--- src/verilog/ocd_regs.svh ---
`ifndef OCD_REGS_SVH
`define OCD_REGS_SVH
// comparison window length and clock period in ns
`define OCD_WINDOW_NS 10000
`define OCD_CLK_NS 50
`define OCD_WIN_CYC (`OCD_WINDOW_NS / `OCD_CLK_NS)
// consecutive windows needed per delay setting
`define OCD_RUN_SHORT 4'h1
`define OCD_RUN_MED 4'h5
`define OCD_RUN_LONG 4'hA
// strap level codes: open, ground, supply
`define OCD_STRAP_OPEN 2'h0
`define OCD_STRAP_GND 2'h1
`define OCD_STRAP_VS 2'h2
// release margin in microvolts per hysteresis setting
`define OCD_HYS_2MV 16'h07D0
`define OCD_HYS_4MV 16'h0FA0
`define OCD_HYS_8MV 16'h1F40
// noise offset correction in microvolts, short setting only
`define OCD_NOISE_UV 16'h01F4
`endif

--- src/verilog/ocd_pkg.sv ---
`default_nettype none
package ocd_pkg;
  typedef enum logic [1:0] {OCD_DLY_10, OCD_DLY_50, OCD_DLY_100} ocd_dly_t;
  typedef enum logic {OCD_IDLE, OCD_ALERT} ocd_state_t;
endpackage
`default_nettype wire

--- src/verilog/ocd_core.sv ---
// Overview of operation
// - a fixed 10 us window runs freely and restarts at once
// - each window end compares the averaged input against the limit
// - short setting: one over-limit verdict drives alert low at once
// - in-range verdict with no alert pending leaves alert high
// - medium setting: alert after five consecutive over-limit windows
// - an in-range verdict before the count clears the counter
// - long setting: alert after ten consecutive over-limit windows
// - delay strap: open 10 us, ground 50 us, supply 100 us
// - window is not aligned to input; latency varies by one window
// - medium adds 40 us, long adds 90 us over single window
// - hysteresis strap: open 2 mV, ground 4 mV, supply 8 mV
// - alert is active low open drain, pulled low while flagged
// - every delay setting releases alert after one in-range window
// - disable resets the counter; counting restarts on enable
`timescale 1ns/1ps
`default_nettype none
`include "ocd_regs.svh"
module ocd_core
  import ocd_pkg::*;
(
  // clock and reset
  input wire logic clk_sys,
  input wire logic nrst,
  // control
  input wire logic enable,
  input wire logic [1:0] delay_strap,
  input wire logic [1:0] hysteresis_select_strap,
  // sense path, microvolts
  input wire logic [15:0] sense_uv,
  input wire logic [15:0] limit_uv,
  // status
  output logic [15:0] noise_offset_correction,
  output logic [15:0] release_margin_uv,
  output logic window_end,
  output logic over_verdict,
  // alert pin, open drain
  output logic alert_n_o,
  output logic alert_n_oe_n
);
  localparam logic [8:0] WIN_LAST = 9'(`OCD_WIN_CYC - 1);

  logic [8:0] win_cnt_r;
  logic [24:0] acc_r;
  logic [3:0] run_r;
  ocd_state_t state_r;
  logic [15:0] avg_r;
  logic verdict_r;
  logic wend_r;
  logic [15:0] margin_r;
  logic [15:0] noise_r;

  // strap decode
  ocd_dly_t dly;
  wire [3:0] run_need;
  assign dly = (delay_strap == `OCD_STRAP_GND) ? OCD_DLY_50 :
               (delay_strap == `OCD_STRAP_VS) ? OCD_DLY_100 :
               OCD_DLY_10;
  assign run_need = (dly == OCD_DLY_50) ? `OCD_RUN_MED :
                    (dly == OCD_DLY_100) ? `OCD_RUN_LONG :
                    `OCD_RUN_SHORT;
  wire [15:0] margin_sel;
  wire [15:0] noise_sel;
  assign margin_sel =
    (hysteresis_select_strap == `OCD_STRAP_GND) ? `OCD_HYS_4MV :
    (hysteresis_select_strap == `OCD_STRAP_VS) ? `OCD_HYS_8MV :
    `OCD_HYS_2MV;
  assign noise_sel =
    (dly == OCD_DLY_10) ? `OCD_NOISE_UV : 16'h0000;

  // window end and average
  wire win_last = (win_cnt_r == WIN_LAST);
  wire [24:0] acc_sum = acc_r + {9'h000, sense_uv};
  wire [15:0] avg_now = 16'(acc_sum / 25'(`OCD_WIN_CYC));
  // trip above limit plus noise offset; once alerted, release below limit minus margin
  wire [16:0] trip_lvl = {1'b0, limit_uv} + {1'b0, noise_offset_correction};
  wire [16:0] rel_lvl = (limit_uv > release_margin_uv) ?
                        {1'b0, limit_uv - release_margin_uv} : 17'h00000;
  wire over_now = (state_r == OCD_ALERT) ?
                  ({1'b0, avg_now} > rel_lvl) :
                  ({1'b0, avg_now} > trip_lvl);
  wire run_hit = ({1'b0, run_r} + 5'h01) >= {1'b0, run_need};

  // free running window counter, not synced to input
  always_ff @(posedge clk_sys or negedge nrst) begin
    if (!nrst) begin
      win_cnt_r <= 9'h000;
      acc_r <= 25'h0000000;
    end else if (!enable || win_last) begin
      win_cnt_r <= 9'h000;
      acc_r <= 25'h0000000;
    end else begin
      win_cnt_r <= win_cnt_r + 9'h001;
      acc_r <= acc_sum;
    end
  end

  // verdict registers
  always_ff @(posedge clk_sys or negedge nrst) begin
    if (!nrst) begin
      avg_r <= 16'h0000;
      verdict_r <= 1'b0;
      wend_r <= 1'b0;
    end else begin
      wend_r <= enable && win_last;
      if (enable && win_last) begin
        avg_r <= avg_now;
        verdict_r <= over_now;
      end
    end
  end

  // consecutive counter and alert state
  ocd_state_t state_nxt;
  logic [3:0] run_nxt;
  always_comb begin
    state_nxt = state_r;
    run_nxt = run_r;
    if (!enable) begin
      run_nxt = 4'h0;
      state_nxt = OCD_IDLE;
    end else if (win_last) begin
      case (state_r)
        OCD_IDLE: begin
          if (!over_now) begin
            run_nxt = 4'h0;
          end else if (run_hit) begin
            run_nxt = 4'h0;
            state_nxt = OCD_ALERT;
          end else begin
            run_nxt = run_r + 4'h1;
          end
        end
        OCD_ALERT: begin
          if (!over_now) begin
            state_nxt = OCD_IDLE;
          end
        end
        default: state_nxt = OCD_IDLE;
      endcase
    end
  end

  always_ff @(posedge clk_sys or negedge nrst) begin
    if (!nrst) begin
      state_r <= OCD_IDLE;
      run_r <= 4'h0;
    end else begin
      state_r <= state_nxt;
      run_r <= run_nxt;
    end
  end

  // outputs
  assign window_end = wend_r;
  assign over_verdict = verdict_r;
  assign alert_n_o = 1'b0;
  assign alert_n_oe_n = (state_r != OCD_ALERT);

  // strap-derived levels held in flops
  always_ff @(posedge clk_sys or negedge nrst) begin
    if (!nrst) begin
      margin_r <= `OCD_HYS_2MV;
      noise_r <= `OCD_NOISE_UV;
    end else begin
      margin_r <= margin_sel;
      noise_r <= noise_sel;
    end
  end
  assign release_margin_uv = margin_r;
  assign noise_offset_correction = noise_r;

  // assertions
  a_alert_on_trip: assert property (@(posedge clk_sys)
    disable iff (!nrst)
    (enable && win_last && state_r == OCD_IDLE && over_now && run_hit)
    |=> !alert_n_oe_n)
    else $error("alert not asserted on trip");
  a_short_trip: assert property (@(posedge clk_sys)
    disable iff (!nrst)
    (enable && win_last && dly == OCD_DLY_10 && state_r == OCD_IDLE &&
    over_now) |=> !alert_n_oe_n)
    else $error("short setting did not trip");
  a_window_period: assert property (@(posedge clk_sys)
    disable iff (!nrst)
    (enable && win_last) |=> !win_last [*8])
    else $error("window restarted too soon");
  a_wend_pulse: assert property (@(posedge clk_sys)
    disable iff (!nrst)
    window_end |=> !window_end)
    else $error("window end pulse too long");
  a_verdict_load: assert property (@(posedge clk_sys)
    disable iff (!nrst)
    (enable && win_last) |=> over_verdict == $past(over_now))
    else $error("verdict not taken at window end");
  a_inrange_clears: assert property (@(posedge clk_sys)
    disable iff (!nrst)
    (enable && win_last && state_r == OCD_IDLE && !over_now)
    |=> run_r == 4'h0 && alert_n_oe_n)
    else $error("counter not cleared");
  a_quiet_no_alert: assert property (@(posedge clk_sys)
    disable iff (!nrst)
    (alert_n_oe_n && !(enable && win_last)) |=> alert_n_oe_n)
    else $error("alert changed between windows");
  a_disable_clear: assert property (@(posedge clk_sys)
    disable iff (!nrst)
    !enable |=> run_r == 4'h0 && alert_n_oe_n)
    else $error("disable did not clear");
  a_run_bound: assert property (@(posedge clk_sys)
    disable iff (!nrst)
    run_r < run_need || $changed(delay_strap))
    else $error("run count past limit");
  a_med_needs: assert property (@(posedge clk_sys)
    disable iff (!nrst)
    ($fell(alert_n_oe_n) && dly == OCD_DLY_50 && $stable(delay_strap))
    |-> $past(run_r) == 4'h4)
    else $error("medium alert without five windows");
  a_long_needs: assert property (@(posedge clk_sys)
    disable iff (!nrst)
    ($fell(alert_n_oe_n) && dly == OCD_DLY_100 && $stable(delay_strap))
    |-> $past(run_r) == 4'h9)
    else $error("long alert without ten windows");
  a_hold_alert: assert property (@(posedge clk_sys)
    disable iff (!nrst)
    (!alert_n_oe_n && enable && win_last && over_now) |=> !alert_n_oe_n)
    else $error("alert dropped while over");
  a_release: assert property (@(posedge clk_sys)
    disable iff (!nrst)
    (!alert_n_oe_n && enable && win_last && !over_now) |=> alert_n_oe_n)
    else $error("alert not released");
  a_margin_wide: assert property (@(posedge clk_sys)
    disable iff (!nrst)
    (hysteresis_select_strap == `OCD_STRAP_VS) |=>
    release_margin_uv == `OCD_HYS_8MV)
    else $error("wide margin not selected");
  a_noise_short: assert property (@(posedge clk_sys)
    disable iff (!nrst)
    (dly == OCD_DLY_10) |=> noise_offset_correction == `OCD_NOISE_UV)
    else $error("noise correction missing on short setting");
  c_short_trip: cover property (@(posedge clk_sys) disable iff (!nrst)
    dly == OCD_DLY_10 && $fell(alert_n_oe_n));
  c_med_trip: cover property (@(posedge clk_sys) disable iff (!nrst)
    dly == OCD_DLY_50 && $fell(alert_n_oe_n));
  c_long_trip: cover property (@(posedge clk_sys) disable iff (!nrst)
    dly == OCD_DLY_100 && $fell(alert_n_oe_n));
  c_release: cover property (@(posedge clk_sys) disable iff (!nrst)
    $rose(alert_n_oe_n));
  c_hold_over: cover property (@(posedge clk_sys) disable iff (!nrst)
    window_end && over_verdict && !alert_n_oe_n && $stable(alert_n_oe_n));
endmodule
`default_nettype wire

--- config.mk ---
export PLATFORM = sky130hd
export DESIGN_NAME = ocd_core
export DESIGN_NICKNAME = d
export VERILOG_FILES = /design/src/verilog/ocd_pkg.sv /design/src/verilog/ocd_core.sv
export VERILOG_INCLUDE_DIRS = /design/src /design/src/verilog
export SDC_FILE = /design/constraint.sdc
export NUM_CORES = 1
export LEC_CHECK = 0
export ABC_AREA = 1
export BUFFER_PORTS_ARGS = -buffer_cell sky130_fd_sc_hd__buf_2
export CAP_MARGIN = 20
export CORE_MARGIN = 3
export CORE_UTILIZATION = 50
export CTS_CLUSTER_DIAMETER = 60
export DETAILED_ROUTE_END_ITERATION = 10
export PLACE_DENSITY = 0.81
export SLEW_MARGIN = 15
export SYNTH_ARGS = -nofsm -noshare
export SYNTH_HDL_FRONTEND = slang
export SYNTH_SLANG_ARGS = --single-unit
--- constraint.sdc ---
create_clock -name clk_sys -period 24.8 [get_ports clk_sys]
set_input_delay 4.96 -clock clk_sys [delete_from_list [all_inputs] [get_ports clk_sys]]
set_output_delay 4.96 -clock clk_sys [all_outputs]
set_load 0.02 [all_outputs]
After elaboration in Yosys (flattened, before gate mapping):

Index checks and enable logic that the tools add are counted.

* multiplexer cells: 22
* multipliers: 0
* bitwise gates (word level): 1
* divide/modulo/power cells: 1
* add/subtract/negate cells: 6
* reductions and logical operators: 5
* order comparisons: 4
* equality and inequality tests: 9
* shift-type cells: 0

Operator list (count)
* $mux 4: 7
* $mux 13: 2
* $add 25x16->25: 1
* $div 25x8->25 const B: 1
* $mux 25: 1
* $mux 9: 2
* $add 16x9->17: 1
* $gt 16x17->1: 1
* $gt 16x13->1: 1
* $gt 16x16->1: 1
* $mux 16: 1
* $sub 16x13->16: 1
* $add 9x1->9 const B: 1
* $eq 9x8->1 const B: 1
* $eq 2x1->1 const B: 3
* $eq 2x2->1 const B: 3
* $mux 1: 6
* $add 4x1->5 const B: 1
* $ge 5x4->1: 1
* $add 4x1->4 const B: 1
* $mux 2: 2
* $logic_not 2->1: 1
* $ne 2x1->1 const B: 1
* $ne 2x2->1 const B: 1
* 6 further kinds: 6

* memory bits (writable): 0
* memories: 0
* bits of input ports: 39
* register bits: 63
* output and inout bits: 36
* bits in latches: 0
* logic and storage cells: 56
* memory bits (read-only): 0

Depth between registers and ports, before layout:

* depth in word-level cells: 12
* depth in mapped cells: 115

Worst setup path before layout:

Ideal clock, no wire load.

* path type: input to register
* start: input sense_uv[0]
* end: register run_r[1]
* stages on the path: 103
* path slack: 9868 ps
* arrival time: 14849 ps
* library setup time: 83 ps
* cell sequence: ha_1 inv_1 fa_1 inv_1 nand3_1 nand2_2 nand2_1 nand2_2 nand2_1 nand2_2 nand2_1 nand2_1 nand2_2 a21o_4 nand2_1 xor2_1 nand2_1 nand2_2 (+67 left out) nand2_1 nand2_1 nor2_1 a21oi_1 ha_1 o21ai_0 nand3_1 a21oi_1 a211oi_1 o21ai_0 nand2_1 inv_1 o21ai_0 nand2_1 a21oi_1 o31ai_1 nand3_1 o21ai_0

* longest elaborated chain between the ends: 8
* elaborated cells between the ends (all ways): 9
* classes of those cells: add/sub (1); div (1); order compare (2); mux (5)

RTL lines
* start: declaration: line ocd_core.sv:30 `input wire logic [15:0] sense_uv,`
* $add 25x16->25 (*): line ocd_core.sv:73 `wire [24:0] acc_sum = acc_r + {9'h000, sense_uv};`
* $div 25x8->25 (*): line ocd_core.sv:74 `` wire [15:0] avg_now = 16'(acc_sum / 25'(`OCD_WIN_CYC)); ``
* $gt 16x17->1 / $gt 16x16->1 (equally long branches): line ocd_core.sv:81, ocd_core.sv:80
* $mux 1 (*): line ocd_core.sv:79 `wire over_now = (state_r == OCD_ALERT) ?`
* $mux 4 (*): line ocd_core.sv:125 `if (!over_now) begin`
* $mux 4 (*): line ocd_core.sv:123 `case (state_r)`
* $mux 4 (*): line ocd_core.sv:122 `end else if (win_last) begin`
* $mux 4 (*): line ocd_core.sv:119 `if (!enable) begin`
* end signal: assignment: line ocd_core.sv:150 `run_r <= run_nxt;`
* end: declaration: line ocd_core.sv:45 `logic [3:0] run_r;`

Every way passes the cells marked *; elsewhere a longest branch is shown, timed or not. The select of a mux whose other input is x is not followed.
A chain may end at the register's enable or synchronous reset.

Final worst setup path:

* start: input sense_uv[0]
* end: register run_r[3]

Same word-level chain as after synthesis.

==> metrics <==
outcome completed; drc violations 0; worst slew pin tran 784 ps; Skew-Pair Late Insertion Delay just over 300 ps; crit path kind input port to register; Fin. Hold Viols 0; Cells after Synth 1,212; largest net degree at the start of global routing just under 50; Post-synth EDFFs 0; Clock Tree Buf Depth 2; Slowest-stage cell, CP fa_1; Unique masters post-synth 54; die area approximately 0.017 mm2; Top FF cell, synth dfrtp_1; required time worst endpoint 25,030 ps; routed length per instance 12.1 um; antenna-violating nets left 0; Arrival @ worst endpoint 16,660 ps; Worst R2R Path Depth approximately 100; port bufs 53; CTS root buffer clkbuf_16; Remaining Overflow, GRT 0; type of the worst min-delay path register to register; # clock sinks between 40 and 50; final net count between 1,000 and 1,500; Crit. End Element register; Chip Height about 130 um; synthesized cell area between 0.007 and 0.008 mm2; Max Cap Viol 0; multi-input logic area ~0.0055 mm2; I/O pins 75; final wirelength around 18,000 um; post-CTS sizing 0; ys async rst share 100%; drt via density ~5.2; Filler cells 1,404; sum of negative setup slack 0 ps; Placer Congestion 0.904; initial DRC count 437; CP max FO 9; # rows 44; number of diodes 0; Fmax 0.0609 GHz; final setup vio count 0; pins over their slew limit 0; H-Tree Depth 2; Post-CTS Setup Bufs 0; TritonCTS clock tree built; area taken by flip-flops and latches 0.00121 mm2; Setup Skew around 13 ps; FF+latch count, synth 48; most frequent CP cell nand2_2; via count 7,488; crit path time final around 16,000 ps; Die W 129 um; crit start category input port; synth-to-layout area growth 7.22%; initial core utilization 51.5%; global-route wire length before repair 29,900 um; Final period util about two thirds; hold buffers post-CTS 0; GRT Util Overall between 20% and 30%; clock-pin transition on the worst setup and hold timing paths 70 ps; CTS buffer count 5; Detail Placement HPWL 14,700 um; First-pass DRT Iterations 5; Worst Hold Depth 1; RSZ-0062 raised after global routing no; core region area 0.0147 mm2; max_slew headroom 47.3%; Avg Inst Size Synth 6.25 um2; YS warnings 0; share of cells above drive strength 1 15.9%; vias in the first global route 6,895; Seq/Total Area, Yosys 15.9%; max incr delay on CP just under 400 ps; initial antenna violation count 0
flip-flops by register name, summed over array words and instances (netlist names):
register and flops:
win_cnt_r 9, window_end 1, acc_r 25, state_r 1, noise_offset_correction 1, over_verdict 1
run_r 4, release_margin_uv 6
layer usage:
layer | GRT usage (%) | part of all wire (%) | up-vias
li1 | - | - | 3984
met1 | 27.5 | 46 | 3356
met2 | 38.2 | 49 | 129
met3 | 3.17 | 3.6 | 19
met4 | 4.94 | 1.3 | 0
met5 | 0 | 0 | -
synth_stat cells (6+ instances only):
master | n | area share (%)
nand4_2 | 7 | 1.2
inv_1 | 172 | 8.5
a21oi_1 | 54 | 3.6
o21ai_0 | 31 | 2.0
nand3_1 | 106 | 7.0
nor2_2 | 15 | 1.2
nor3_1 | 15 | 0.99
o21ai_1 | 16 | 1.1
dfrtp_1 | 44 | 15
nor2_1 | 107 | 5.3
nand4_1 | 33 | 2.7
nand2_4 | 17 | 2.5
nand2_2 | 47 | 3.9
buf_4 | 26 | 2.6
xnor2_1 | 13 | 1.5
nand2_1 | 320 | 16
xor2_1 | 21 | 2.4
ha_1 | 72 | 12
inv_2 | 19 | 0.94
nand3b_1 | 6 | 0.59
worst paths after layout:
kind | start | slack, ps | to
setup / recovery | sense_uv[0] | 8370 | run_r[3]
hold / removal | win_cnt_r[0] | 460 | win_cnt_r[0]
setup reg to reg | acc_r[0] | 12780 | run_r[3]
hold reg to reg | win_cnt_r[0] | 460 | win_cnt_r[0]
max in group asynchronous | nrst | 19580 | acc_r[13]
min in group asynchronous | nrst | 4750 | release_margin_uv[12]
through the flow:
step           area (um2)  std cells  worst slack, ps  utilization [%]  hold slack [ps]
2_1_floorplan        7640       1231             9870                -              433
3_3_place_gp         7950       1442             8400             54.1              455
3_5_place_dp         7950       1442             8070             54.1              455
4_1_cts              8120       1450             8400             55.2              463
5_1_grt              8120       1450             6640             55.2              490
6_report             8120       1450             8370             55.2              459
kinds of logic after synthesis:
family	after synthesis	share of synthesized area, %
AO/OA/AOI/OAI	127	9.68
buffers and inverters	224	12.4
adder cells (fa/ha/maj)	74	12.4
flip-flops	48	15.9
AND/OR/NAND/NOR	701	45.1
other	2	0.0992
XOR/XNOR	36	4.36
critical path, delay by kind of cell:
kind	cells	cell delay (ps)
and+or+nand+nor	83	8520
buffers and inverters	6	430
adders and majority gates	3	720
AOI/OAI and AO/OA	13	2000
area by class of cell:
type	count	area share, %
Tap cell	184	2.84
Multi-Input combinational cell	959	67.7
Clock inverter	2	0.432
Sequential cell	48	14.9
Inverter	195	9.02
Timing Repair Buffer	56	3.55
Clock buffer	6	1.59
cell usage in the layout, fill, tap and decap left out, types with 17 or more instances in the layout:
| cell type | instances |
|---|---|
| nand2_1 | 320 |
| inv_2 | 19 |
| conb_1 | 21 |
| nand3_1 | 106 |
| xor2_1 | 21 |
| dfrtp_1 | 44 |
| nand4_1 | 33 |
| ha_1 | 72 |
| inv_1 | 172 |
| nor2_1 | 107 |
| nand2_2 | 47 |
| buf_2 | 53 |
| a21oi_1 | 54 |
| o21ai_0 | 31 |
| nand2_4 | 17 |
Power is not shown: default switching activity piles up to over one toggle a cycle in this logic, so the estimate is an artifact.
